`src/msr_pkg.sv`:
```
`default_nettype none
package msr_pkg;
  // Register indices; byte address is four times the index
  localparam logic [5:0] IDX_SCRATCH  = 6'h19;
  localparam logic [5:0] IDX_IOCFG    = 6'h1a;
  localparam logic [5:0] IDX_METER    = 6'h1b;
  localparam logic [5:0] IDX_STATUS   = 6'h1c;
  localparam logic [5:0] IDX_IRQ_STAT = 6'h20;
  localparam logic [5:0] IDX_IRQ_MASK = 6'h21;
  localparam logic [5:0] IDX_AUX      = 6'h22;

  localparam logic [7:0] RST_SCRATCH  = 8'h01;
  localparam logic [7:0] RST_IOCFG    = 8'h00;
  localparam logic [7:0] RST_METER    = 8'h00;
  localparam logic [2:0] RST_IRQ      = 3'h0;
  localparam logic       RST_AUX      = 1'h0;

  localparam int IOCFG_GVAL = 7;
  localparam int IOCFG_GDIR = 5;
  localparam int IOCFG_GEN  = 4;
  localparam int IOCFG_PVAL = 3;
  localparam int IOCFG_PDIR = 1;
  localparam int IOCFG_PEN  = 0;

  localparam int STAT_RSV_ONE = 5;
  localparam int STAT_DUAL    = 4;
  localparam int STAT_AUDIO   = 3;
  localparam int STAT_LOCK    = 0;

  localparam int IRQ_METER = 0;
  localparam int IRQ_LOCK  = 1;
  localparam int IRQ_MODE  = 2;
  localparam int IRQ_W     = 3;

  localparam int AUX_REMOTE = 0;
  localparam int AUX_PIN_IN = 4;

  localparam int SY_PIX   = 0;
  localparam int SY_PIN   = 1;
  localparam int SY_DUAL  = 2;
  localparam int SY_AUDIO = 3;
  localparam int SY_LOCKA = 4;
  localparam int SY_LOCKB = 5;
  localparam int SY_W     = 6;

  localparam int ACLK_PERIOD_NS = 10;
  localparam int OSC_PERIOD_NS  = 40;
  localparam int OSC_CYCLES     = (OSC_PERIOD_NS + ACLK_PERIOD_NS - 1) / ACLK_PERIOD_NS;
  localparam int SPAN_W         = 10;

  localparam logic [1:0] RESP_OKAY   = 2'h0;
  localparam logic [1:0] RESP_SLVERR = 2'h2;

  typedef enum logic [1:0] {
    PAD_FUNC = 2'b00,
    PAD_OUT  = 2'b01,
    PAD_TRI  = 2'b10,
    PAD_IN   = 2'b11
  } msr_pad_mode_t;

  typedef enum logic [0:0] {
    MTR_IDLE = 1'b0,
    MTR_RUN  = 1'b1
  } msr_meter_st_t;

  typedef enum logic [2:0] {
    R_NONE  = 3'b000,
    R_SCR   = 3'b001,
    R_IOCFG = 3'b010,
    R_METER = 3'b011,
    R_STAT  = 3'b100,
    R_ISTAT = 3'b101,
    R_IMASK = 3'b110,
    R_AUX   = 3'b111
  } msr_reg_t;
endpackage
`default_nettype wire

```
`src/msr_regs.sv`:
```
// Function
// - An 8-bit read/write scratch register with no hardware effect resets to one for passing messages.
// - An unconfigured pin with global direction output and global enable set is driven with the global output value.
// - The global pair {dir,en} decodes 00 functional out, 10 tri-state, 01 forced out, 11 forced in.
// - Per-pin direction and enable settings override the global ones for the same pin.
// - Pin 9 carries its local value only when enabled, set as output and not under remote control.
// - Pin 9's pair {dir,en} decodes 00 functional out, 10 tri-state, 01 GPIO out, 11 GPIO in.
// - A write with byte lane 0 enabled to the meter register starts a count of pixel-clock edges over an interval set by the value.
// - The interval lasts the written value times the 40 ns oscillator period.
// - Reading the meter returns the edge count of the latest interval, not the written value.
// - The edge count saturates and holds at 0xff.
// - A status bit reads one in dual-link mode and zero in single-link mode.
// - A status bit reads one while the audio-clock PLL is locked, else zero.
// - A status bit reads one while the deserializer recovery is locked, else zero.
// - In dual-link mode the lock bit reads one only if both channels are locked.
`timescale 1ns/10ps
`default_nettype none
module msr_regs (
  input  wire logic        aclk,
  input  wire logic        aresetn,
  input  wire logic [7:0]  s_axi_awaddr,
  input  wire logic        s_axi_awvalid,
  output logic             s_axi_awready,
  input  wire logic [31:0] s_axi_wdata,
  input  wire logic [3:0]  s_axi_wstrb,
  input  wire logic        s_axi_wvalid,
  output logic             s_axi_wready,
  output logic [1:0]       s_axi_bresp,
  output logic             s_axi_bvalid,
  input  wire logic        s_axi_bready,
  input  wire logic [7:0]  s_axi_araddr,
  input  wire logic        s_axi_arvalid,
  output logic             s_axi_arready,
  output logic [31:0]      s_axi_rdata,
  output logic [1:0]       s_axi_rresp,
  output logic             s_axi_rvalid,
  input  wire logic        s_axi_rready,
  input  wire logic        pixel_clk_in,
  input  wire logic        pin9_in,
  output logic             pin9_out,
  output logic             pin9_oe_n,
  input  wire logic        pin9_func_value,
  input  wire logic        pin9_remote_value,
  input  wire logic        dual_link_active,
  input  wire logic        audio_pll_locked,
  input  wire logic        rx_lock_a,
  input  wire logic        rx_lock_b,
  output logic             irq
);

  function automatic msr_pkg::msr_reg_t reg_decode(input logic [7:0] addr);
    msr_pkg::msr_reg_t sel;
    sel = msr_pkg::R_NONE;
    if (addr[1:0] == 2'h0) begin
      case (addr[7:2])
        msr_pkg::IDX_SCRATCH:  sel = msr_pkg::R_SCR;
        msr_pkg::IDX_IOCFG:    sel = msr_pkg::R_IOCFG;
        msr_pkg::IDX_METER:    sel = msr_pkg::R_METER;
        msr_pkg::IDX_STATUS:   sel = msr_pkg::R_STAT;
        msr_pkg::IDX_IRQ_STAT: sel = msr_pkg::R_ISTAT;
        msr_pkg::IDX_IRQ_MASK: sel = msr_pkg::R_IMASK;
        msr_pkg::IDX_AUX:      sel = msr_pkg::R_AUX;
        default:               sel = msr_pkg::R_NONE;
      endcase
    end
    return sel;
  endfunction

  // Synchronisers for everything arriving from pins
  logic [msr_pkg::SY_W-1:0] sync_raw;
  logic [msr_pkg::SY_W-1:0] sync1_ff;
  logic [msr_pkg::SY_W-1:0] sync2_ff;

  assign sync_raw = {rx_lock_b, rx_lock_a, audio_pll_locked, dual_link_active, pin9_in, pixel_clk_in};

  genvar gi;
  generate
    for (gi = 0; gi < msr_pkg::SY_W; gi++) begin : g_sync
      always_ff @(posedge aclk) begin
        if (!aresetn) begin
          sync1_ff[gi] <= 1'b0;
          sync2_ff[gi] <= 1'b0;
        end else begin
          sync1_ff[gi] <= sync_raw[gi];
          sync2_ff[gi] <= sync1_ff[gi];
        end
      end
    end
  endgenerate

  logic pix_prev_ff;
  logic lock_prev_ff;
  logic dual_prev_ff;
  logic lock_now;
  logic pix_rise;

  // Both lanes must agree only while two lanes run
  assign lock_now = sync2_ff[msr_pkg::SY_DUAL] ? (sync2_ff[msr_pkg::SY_LOCKA] & sync2_ff[msr_pkg::SY_LOCKB])
                                               : sync2_ff[msr_pkg::SY_LOCKA];
  assign pix_rise = sync2_ff[msr_pkg::SY_PIX] & ~pix_prev_ff;

  always_ff @(posedge aclk) begin
    if (!aresetn) begin
      pix_prev_ff  <= 1'b0;
      lock_prev_ff <= 1'b0;
      dual_prev_ff <= 1'b0;
    end else begin
      pix_prev_ff  <= sync2_ff[msr_pkg::SY_PIX];
      lock_prev_ff <= lock_now;
      dual_prev_ff <= sync2_ff[msr_pkg::SY_DUAL];
    end
  end

  // Write channel
  logic        aw_held_ff;
  logic [7:0]  awaddr_ff;
  logic        w_held_ff;
  logic [31:0] wdata_ff;
  logic        wlane0_ff;
  logic        awready_ff;
  logic        wready_ff;
  logic        bvalid_ff;
  logic [1:0]  bresp_ff;
  logic        aw_take;
  logic        w_take;
  logic        wr_fire;
  logic        nxt_aw_held;
  logic        nxt_w_held;
  logic        nxt_bvalid;
  msr_pkg::msr_reg_t wr_sel;

  assign aw_take     = s_axi_awvalid & awready_ff;
  assign w_take      = s_axi_wvalid & wready_ff;
  assign wr_fire     = aw_held_ff & w_held_ff & ~bvalid_ff;
  assign wr_sel      = reg_decode(awaddr_ff);
  assign nxt_aw_held = wr_fire ? 1'b0 : (aw_take | aw_held_ff);
  assign nxt_w_held  = wr_fire ? 1'b0 : (w_take | w_held_ff);
  assign nxt_bvalid  = wr_fire ? 1'b1 : (bvalid_ff & ~s_axi_bready);

  always_ff @(posedge aclk) begin
    if (!aresetn) begin
      aw_held_ff <= 1'b0;
      w_held_ff  <= 1'b0;
      awaddr_ff  <= 8'h00;
      wdata_ff   <= 32'h0000_0000;
      wlane0_ff  <= 1'b0;
      awready_ff <= 1'b0;
      wready_ff  <= 1'b0;
      bvalid_ff  <= 1'b0;
      bresp_ff   <= msr_pkg::RESP_OKAY;
    end else begin
      aw_held_ff <= nxt_aw_held;
      w_held_ff  <= nxt_w_held;
      awready_ff <= ~nxt_aw_held & ~nxt_bvalid;
      wready_ff  <= ~nxt_w_held & ~nxt_bvalid;
      bvalid_ff  <= nxt_bvalid;
      if (aw_take) begin
        awaddr_ff <= s_axi_awaddr;
      end
      if (w_take) begin
        wdata_ff  <= s_axi_wdata;
        wlane0_ff <= s_axi_wstrb[0];
      end
      if (wr_fire) begin
        bresp_ff <= (wr_sel == msr_pkg::R_NONE) ? msr_pkg::RESP_SLVERR : msr_pkg::RESP_OKAY;
      end
    end
  end

  // Only lane 0 carries register data
  logic       wr_en;
  logic [7:0] wr_byte;
  assign wr_en   = wr_fire & wlane0_ff;
  assign wr_byte = wdata_ff[7:0];

  // Software registers
  logic [7:0]               scratch_ff;
  logic [7:0]               iocfg_ff;
  logic [msr_pkg::IRQ_W-1:0] imask_ff;
  logic                     remote_ff;

  always_ff @(posedge aclk) begin
    if (!aresetn) begin
      scratch_ff <= msr_pkg::RST_SCRATCH;
    end else if (wr_en && wr_sel == msr_pkg::R_SCR) begin
      scratch_ff <= wr_byte;
    end
  end

  always_ff @(posedge aclk) begin
    if (!aresetn) begin
      iocfg_ff <= msr_pkg::RST_IOCFG;
    end else if (wr_en && wr_sel == msr_pkg::R_IOCFG) begin
      iocfg_ff <= wr_byte;
    end
  end

  always_ff @(posedge aclk) begin
    if (!aresetn) begin
      imask_ff  <= msr_pkg::RST_IRQ;
      remote_ff <= msr_pkg::RST_AUX;
    end else if (wr_en) begin
      if (wr_sel == msr_pkg::R_IMASK) begin
        imask_ff <= wr_byte[msr_pkg::IRQ_W-1:0];
      end
      if (wr_sel == msr_pkg::R_AUX) begin
        remote_ff <= wr_byte[msr_pkg::AUX_REMOTE];
      end
    end
  end

  // Pixel-clock meter; sampled clock must stay below half of aclk
  msr_pkg::msr_meter_st_t  mtr_st_ff;
  logic [msr_pkg::SPAN_W-1:0] span_ff;
  logic [7:0]              count_ff;
  logic                    meter_done;
  logic                    meter_start;

  assign meter_start = wr_en && wr_sel == msr_pkg::R_METER;
  assign meter_done  = (mtr_st_ff == msr_pkg::MTR_RUN) && (span_ff == '0) && !meter_start;

  always_ff @(posedge aclk) begin
    if (!aresetn) begin
      mtr_st_ff <= msr_pkg::MTR_IDLE;
      span_ff   <= '0;
      count_ff  <= msr_pkg::RST_METER;
    end else if (meter_start) begin
      // A new write restarts any measurement in flight
      mtr_st_ff <= msr_pkg::MTR_RUN;
      span_ff   <= msr_pkg::SPAN_W'(wr_byte * msr_pkg::OSC_CYCLES);
      count_ff  <= 8'h00;
    end else begin
      case (mtr_st_ff)
        msr_pkg::MTR_RUN: begin
          if (span_ff == '0) begin
            mtr_st_ff <= msr_pkg::MTR_IDLE;
          end else begin
            span_ff <= span_ff - 1'b1;
            if (pix_rise && count_ff != 8'hff) begin
              count_ff <= count_ff + 8'h01;
            end
          end
        end
        default: begin
          mtr_st_ff <= msr_pkg::MTR_IDLE;
        end
      endcase
    end
  end

  // Pin 9 pad control
  msr_pkg::msr_pad_mode_t pin_mode;
  msr_pkg::msr_pad_mode_t glob_mode;
  logic                   nxt_pin_out;
  logic                   nxt_pin_oe_n;
  logic                   pin_out_ff;
  logic                   pin_oe_n_ff;

  assign pin_mode  = msr_pkg::msr_pad_mode_t'({iocfg_ff[msr_pkg::IOCFG_PDIR], iocfg_ff[msr_pkg::IOCFG_PEN]});
  assign glob_mode = msr_pkg::msr_pad_mode_t'({iocfg_ff[msr_pkg::IOCFG_GDIR], iocfg_ff[msr_pkg::IOCFG_GEN]});

  always_comb begin
    nxt_pin_out  = 1'b0;
    nxt_pin_oe_n = 1'b1;
    case (pin_mode)
      msr_pkg::PAD_OUT: begin
        nxt_pin_oe_n = 1'b0;
        nxt_pin_out  = remote_ff ? pin9_remote_value : iocfg_ff[msr_pkg::IOCFG_PVAL];
      end
      msr_pkg::PAD_IN, msr_pkg::PAD_TRI: begin
        nxt_pin_oe_n = 1'b1;
      end
      default: begin
        // Pin left at functional: global settings take over
        case (glob_mode)
          msr_pkg::PAD_FUNC: begin
            nxt_pin_oe_n = 1'b0;
            nxt_pin_out  = pin9_func_value;
          end
          msr_pkg::PAD_OUT: begin
            nxt_pin_oe_n = 1'b0;
            nxt_pin_out  = iocfg_ff[msr_pkg::IOCFG_GVAL];
          end
          default: begin
            nxt_pin_oe_n = 1'b1;
          end
        endcase
      end
    endcase
  end

  always_ff @(posedge aclk) begin
    if (!aresetn) begin
      pin_out_ff  <= 1'b0;
      pin_oe_n_ff <= 1'b1;
    end else begin
      pin_out_ff  <= nxt_pin_out;
      pin_oe_n_ff <= nxt_pin_oe_n;
    end
  end

  // Live status, nothing stored
  logic [7:0] status_now;
  always_comb begin
    status_now                        = 8'h00;
    status_now[msr_pkg::STAT_RSV_ONE] = 1'b1;
    status_now[msr_pkg::STAT_DUAL]    = sync2_ff[msr_pkg::SY_DUAL];
    status_now[msr_pkg::STAT_AUDIO]   = sync2_ff[msr_pkg::SY_AUDIO];
    status_now[msr_pkg::STAT_LOCK]    = lock_now;
  end

  // Interrupts: set wins over a same-cycle write-one clear
  logic [msr_pkg::IRQ_W-1:0] istat_ff;
  logic [msr_pkg::IRQ_W-1:0] irq_set;
  logic [msr_pkg::IRQ_W-1:0] irq_clr;
  logic                      irq_ff;

  always_comb begin
    irq_set                    = '0;
    irq_set[msr_pkg::IRQ_METER] = meter_done;
    irq_set[msr_pkg::IRQ_LOCK]  = lock_prev_ff & ~lock_now;
    irq_set[msr_pkg::IRQ_MODE]  = dual_prev_ff ^ sync2_ff[msr_pkg::SY_DUAL];
    irq_clr                    = '0;
    if (wr_en && wr_sel == msr_pkg::R_ISTAT) begin
      irq_clr = wr_byte[msr_pkg::IRQ_W-1:0];
    end
  end

  always_ff @(posedge aclk) begin
    if (!aresetn) begin
      istat_ff <= msr_pkg::RST_IRQ;
      irq_ff   <= 1'b0;
    end else begin
      istat_ff <= (istat_ff & ~irq_clr) | irq_set;
      irq_ff   <= |(istat_ff & imask_ff);
    end
  end

  // Read channel
  logic        arready_ff;
  logic        rvalid_ff;
  logic [31:0] rdata_ff;
  logic [1:0]  rresp_ff;
  logic        rd_take;
  logic        nxt_rvalid;
  logic [7:0]  rd_byte;
  msr_pkg::msr_reg_t rd_sel;

  assign rd_take    = s_axi_arvalid & arready_ff;
  assign rd_sel     = reg_decode(s_axi_araddr);
  assign nxt_rvalid = rd_take ? 1'b1 : (rvalid_ff & ~s_axi_rready);

  always_comb begin
    rd_byte = 8'h00;
    case (rd_sel)
      msr_pkg::R_SCR:   rd_byte = scratch_ff;
      msr_pkg::R_IOCFG: rd_byte = iocfg_ff;
      msr_pkg::R_METER: rd_byte = count_ff;
      msr_pkg::R_STAT:  rd_byte = status_now;
      msr_pkg::R_ISTAT: rd_byte = {5'h00, istat_ff};
      msr_pkg::R_IMASK: rd_byte = {5'h00, imask_ff};
      msr_pkg::R_AUX:   rd_byte = {3'h0, sync2_ff[msr_pkg::SY_PIN], 3'h0, remote_ff};
      default:          rd_byte = 8'h00;
    endcase
  end

  always_ff @(posedge aclk) begin
    if (!aresetn) begin
      arready_ff <= 1'b0;
      rvalid_ff  <= 1'b0;
      rdata_ff   <= 32'h0000_0000;
      rresp_ff   <= msr_pkg::RESP_OKAY;
    end else begin
      arready_ff <= ~nxt_rvalid;
      rvalid_ff  <= nxt_rvalid;
      if (rd_take) begin
        rdata_ff <= {24'h00_0000, rd_byte};
        rresp_ff <= (rd_sel == msr_pkg::R_NONE) ? msr_pkg::RESP_SLVERR : msr_pkg::RESP_OKAY;
      end
    end
  end

  // Status has no write path, so writes to it only answer OKAY
  assign s_axi_awready = awready_ff;
  assign s_axi_wready  = wready_ff;
  assign s_axi_bvalid  = bvalid_ff;
  assign s_axi_bresp   = bresp_ff;
  assign s_axi_arready = arready_ff;
  assign s_axi_rvalid  = rvalid_ff;
  assign s_axi_rdata   = rdata_ff;
  assign s_axi_rresp   = rresp_ff;
  assign pin9_out      = pin_out_ff;
  assign pin9_oe_n     = pin_oe_n_ff;
  assign irq           = irq_ff;

endmodule
`default_nettype wire

```
`config.mk`:
```
export PLATFORM = sky130hd
export DESIGN_NAME = msr_regs
export DESIGN_NICKNAME = d
export VERILOG_FILES = /design/src/msr_pkg.sv /design/src/msr_regs.sv
export SDC_FILE = /design/constraint.sdc
export NUM_CORES = 1
export LEC_CHECK = 0
export BUFFER_PORTS_ARGS = -buffer_cell sky130_fd_sc_hd__buf_2
export CORE_AREA = 10 10 117 119
export DETAILED_ROUTE_END_ITERATION = 10
export DIE_AREA = 0 0 127 129
export PLACE_DENSITY_LB_ADDON = 0.15
export SLEW_MARGIN = 20
export SYNTH_ARGS = -nofsm -noshare
export SYNTH_HDL_FRONTEND = slang
export SYNTH_SLANG_ARGS = --single-unit
```
`constraint.sdc`:
```
create_clock -name aclk -period 2.4 [get_ports aclk]
set_input_delay 0.48 -clock aclk [delete_from_list [all_inputs] [get_ports aclk]]
set_output_delay 0.48 -clock aclk [all_outputs]
set_load 0.05 [all_outputs]
```
# Yosys cells after proc, flatten, opt, wreduce, memory -nomap -nowiden

Index checks and enable logic that the tools add are counted.
W data, S select, Z words.

Add/sub/neg operators: 2
$mul: 0
Divide/modulo/power cells: 0
Magnitude comparators: 0
Equal/unequal tests: 33
Shifts and indexed selects: 0
Mux-type cells: 24
Bitwise operators: 31
Reductions and logical operators: 24

Operators with widths:

| kind                    | count |
|---|---|
| $pmux W8 S7             | 1 |
| $eq A6 B5 Y1 const B    | 8 |
| $pmux W3 S7             | 2 |
| $eq A6 B6 Y1 const B    | 6 |
| $mux W10                | 3 |
| $eq A3 B3 Y1 const B    | 7 |
| $and A1 B1 Y1           | 13 |
| $eq A3 B2 Y1 const B    | 4 |
| $not A1 Y1              | 11 |
| $logic_not A10 Y1       | 1 |
| $mux W1                 | 10 |
| $sub A10 B1 Y10 const B | 1 |
| $mux W3                 | 3 |
| $add A8 B1 Y8 const B   | 1 |
| $ne A8 B8 Y1 const B    | 1 |
| $reduce_and A2 Y1       | 4 |
| $logic_and A1 B1 Y1     | 7 |
| $and A3 B3 Y3           | 2 |
| $eq A3 B1 Y1 const B    | 2 |
| $logic_not A2 Y1        | 3 |
| $logic_not A3 Y1        | 2 |
| $pmux W1 S2             | 3 |
| $reduce_or A2 Y1        | 3 |
| $eq A2 B1 Y1 const B    | 2 |
| other kinds (11)        | 14 |

Register bits after elaboration: 96
Bits in latches: 0
Memory bits (writable): 0
Bits in read-only memories: 0
Input port bits: 67
Output and inout port bits: 44
Logic and storage cells: 154
Memories: 0

# Logic depth before layout (Yosys ltp)

Word-level depth: 9
Depth in mapped cells: 8
Mapped depth without buffers: 7

# Worst setup path after synthesis

Ideal clock, no wire load.

Path type: register -> register
Start: register span_ff[0] (netlist bit)
End: register count_ff[1]
Setup time: 0.128 ns
Arrival: 1.880 ns
Data required time: 2.272 ns
Setup slack: 0.392 ns
Stages on the path, launching flop included: 8
Buffers on the path: 0
Clock period less this slack: 2.008 ns
Cell sequence: dfxtp_1 > inv_1 > ha_1 > or4b_1 > o311ai_4 > a31o_2 > mux2i_1 > nor2_1

Word-level cells in the longest chain between the ends: 3

RTL lines:

| what                               | RTL line        | RTL |
|---|---|---|
| from (decl)                        | msr_regs.sv:214 | `logic [msr_pkg::SPAN_W-1:0] span_ff;` |
| from (signal assigned)             | msr_regs.sv:230 | `span_ff <= msr_pkg::SPAN_W'(wr_byte * msr_pkg::OSC_CYCLES);` |
| from (signal assigned)             | msr_regs.sv:238 | `span_ff <= span_ff - 1'b1;` |
| $logic_not A10 Y1                  | msr_regs.sv:235 | `if (span_ff == '0) begin` |
| $not A1 Y1 (no source line)        | --              |  |
| $reduce_and A3 Y1 (no source line) | --              |  |
| to (signal assigned)               | msr_regs.sv:226 | `count_ff <= msr_pkg::RST_METER;` |
| to (signal assigned)               | msr_regs.sv:240 | `count_ff <= count_ff + 8'h01;` |
| to (decl)                          | msr_regs.sv:215 | `logic [7:0] count_ff;` |

Every way passes these cells.
A chain may end at the register's enable or synchronous reset.

# Final worst setup path

Ends and elaborated chain as after synthesis.

==> results.ini <==
[yosys]
yosysUniqueCellTypes = 74
yosys-mux-area-fraction_pct = 5.40
synth_area_leaders = dfxtp_1, nand2_1, a21oi_1
ys_ff_latch = 94
synth_ff_type = dfxtp_1
synth_seq_area_share_pct = 42.3
postSynthAreaPerCell_um2 = 8.79
syn-instance-count = 506
synth_adder_area_share_pct = 0.562
synth-compound-area-share_pct = 17.9
synth-xor-area-share_pct = 1.97
synth-edff-count = 0
synth_top_area_share_pct = 42.3
ys_warn_count = 0
async_reset_ff_share_pct = 0
synth_simple_gate_area_share_pct = 24.3
synth_top_family_by_area = simple AND/OR/NAND/NOR gates
netlist_area_mm2 = 0.00445
synth_area_leader_cell = dfxtp_1

[clock_tree]
insertion_delay_ns = 0.34
cts.clk_slew.worst_paths_ns = 0.07
cts_root_buf = clkbuf_16
cts_max_level = 3
cts_hold_buf = 0
cts_buffers = 9
ctsResizeCount = 0
post_cts_buffers = 0
cts.sinks = 94
clk_path_buf_depth = 2
tritoncts = built

[floorplan]
num_rows = 39
initial_utilization_pct = 39.3
io-pin-count = 111
coreArea_mm2 = 0.0113
dieArea_mm2 = 0.0164
die_w_um = 127
dieHeight_um = 129

[critical_path]
worstPathArrival_ns = 2.40
cp_slowest_cell = or4b_1
crit_chain = inv_1, ha_1, or4b_1, o311ai_4, a31o_2, mux2i_1, nor2_1
endpoint_kind = register
worstPathMaxFanout = 8
startpoint_type = register
worstPathRequired_ns = 2.61
slowest_delay_ns = 0.58
setup.worst_path.class = register to register

[timing]
finalSetupTns_ns = 0
slew_headroom_pct = 60.9
hold_viol = 0
max_freq_mhz = 455
maxSlewViolCount = 0
post-route-period-util_pct = 91.5
final-setup-viol-count = 0
worstMarginPinSlew_ns = 0.582
finalClockSkew_ns = 0.0129
rsz0062_at_grt = false
min_period_ns = 2.20

[final_layout]
syn_to_final_growth_pct = 13.7
drive_gt1_share_pct = 18.6
layout.nets = 629
layout_common_cells = dfxtp_1, nand2_1, buf_2, nor2_1, a21oi_1
multi_input_area_mm2 = 0.00233
final_util_pct = 44.7
n_antenna_cell = 0
final_common_cell = dfxtp_1
regArea_mm2 = 0.00188
fill_cells = 1172
design_area_mm2 = 0.00506

[power]
irDropWorstVdd_mv = 0.349
power_density_mw_per_mm2 = 664
p_leak_nw = 1.91

[routing]
firstDrtPassIters = 4
drt-vias-per-instance = 5.20
antenna_left = 0
dr.first_iter.drc_count = 262
post_drt_wl_per_cell_um = 15.6
finalWirelength_um = 11100
via_count = 3680
drcViolationCount = 0

[global_routing]
grt_util_all_layers_pct = 13.2
grt_overflow = 0
grt_pass1_wl_um = 18000
antenna_found_initial = 0
grt_pass1_vias = 3648
grt_max_degree = 49

[placed_design]
port_buffers = 57
placed_cell_area_mm2 = 0.00477
dp_hpwl_um = 8270
gp_congestion = 0.871

[outcome]
status = finished, final reports clean

[flow_run]
cap_violations = 0

[min_path]
hold_class = primary input to register

cell families (layout without fill, tap and decap cells):
group,Yosys count,in the layout
AO/OA/AOI/OAI,111,111
AND/OR/NAND/NOR,208,208
flip-flops,94,94
buffers and inverters,57,91
XOR/XNOR,10,10
adder cells (fa/ha/maj),2,2
multiplexers,23,23
other,1,26
final cells by class:
cell class / count / area share, %
multi-input combinational: 380 / 46.0
sequential: 94 / 37.2
timing repair buffer: 65 / 6.83
clock buffer: 9 / 4.45
tap: 143 / 3.54
clock inverter: 7 / 1.26
inverter: 10 / 0.742
routing by layer:
| layer | routed length [um] | vias up | global-route usage, % |
|---|---|---|---|
| li1 | - | 1867 | - |
| met1 | 5380 | 1702 | 17.8 |
| met2 | 4840 | 99 | 20.2 |
| met3 | 697 | 12 | 3.12 |
| met4 | 144 | 0 | 4.82 |
| met5 | 0 | - | 0 |
critical path: cells and delay by family (launching register included):
kind / cells / cell delay, ns
adders and majority gates: 1 / 0.22
buffers and inverters: 1 / 0.12
muxes: 1 / 0.18
AOI/OAI and AO/OA: 2 / 0.61
and+or+nand+nor: 2 / 0.63
DFF: 1 / 0.30
metrics by stage:
| stage | setup WS, ns | cells | hold WS (ns) | power (W) |
|---|---|---|---|---|
| after detailed placement | 0.206 | 692 | 0.419 | 0.00200 |
| after floorplan | 0.392 | 531 | 0.412 | 0.00194 |
| after global routing | 0.0377 | 708 | 0.336 | 0.00349 |
| final | 0.204 | 708 | 0.340 | 0.00336 |
| after CTS | 0.187 | 708 | 0.332 | 0.00338 |
| after global placement | 0.235 | 692 | 0.415 | 0.00199 |
cell usage after synthesis, types with 8 or more instances:
library cell  instances
mux2_2                8
mux2i_1              15
buf_4                27
nand2_1              63
inv_1                10
clkbuf_1             11
nor2_1               44
a22oi_1               9
dfxtp_1              94
nor3_1               19
nand3_1              15
o21ai_1              10
xnor2_1               8
and2_1               20
a21oi_1              41
flip-flops by register name (all words and copies together), names as in the netlist, 2 cells and up:
register	cells
awaddr_ff	8
count_ff	8
span_ff	10
s_axi_rdata	8
iocfg_ff	8
istat_ff	3
scratch_ff	8
sync2_ff	4
imask_ff	3
wdata_ff	8
sync1_ff	6
status_now	2
worst paths after layout:
check                            startpoint          end  slack [ns]  depth (start not counted)
worst min-delay path              rx_lock_a  sync1_ff[4]        0.34                          2
worst max-delay path             span_ff[0]  count_ff[1]        0.20                          7
worst min register to register  sync1_ff[4]  sync2_ff[4]        0.44                          1
worst max register to register   span_ff[0]  count_ff[1]        0.20                          7
where the power goes:
| part | switching [W] | internal, W | total [W] |
|---|---|---|---|
| Sequential | 0.0000381 | 0.00160 | 0.00164 |
| Clock | 0.000673 | 0.000727 | 0.00140 |
| Combinational | 0.000241 | 0.0000831 | 0.000324 |
Power figures use the tool's default switching activity.
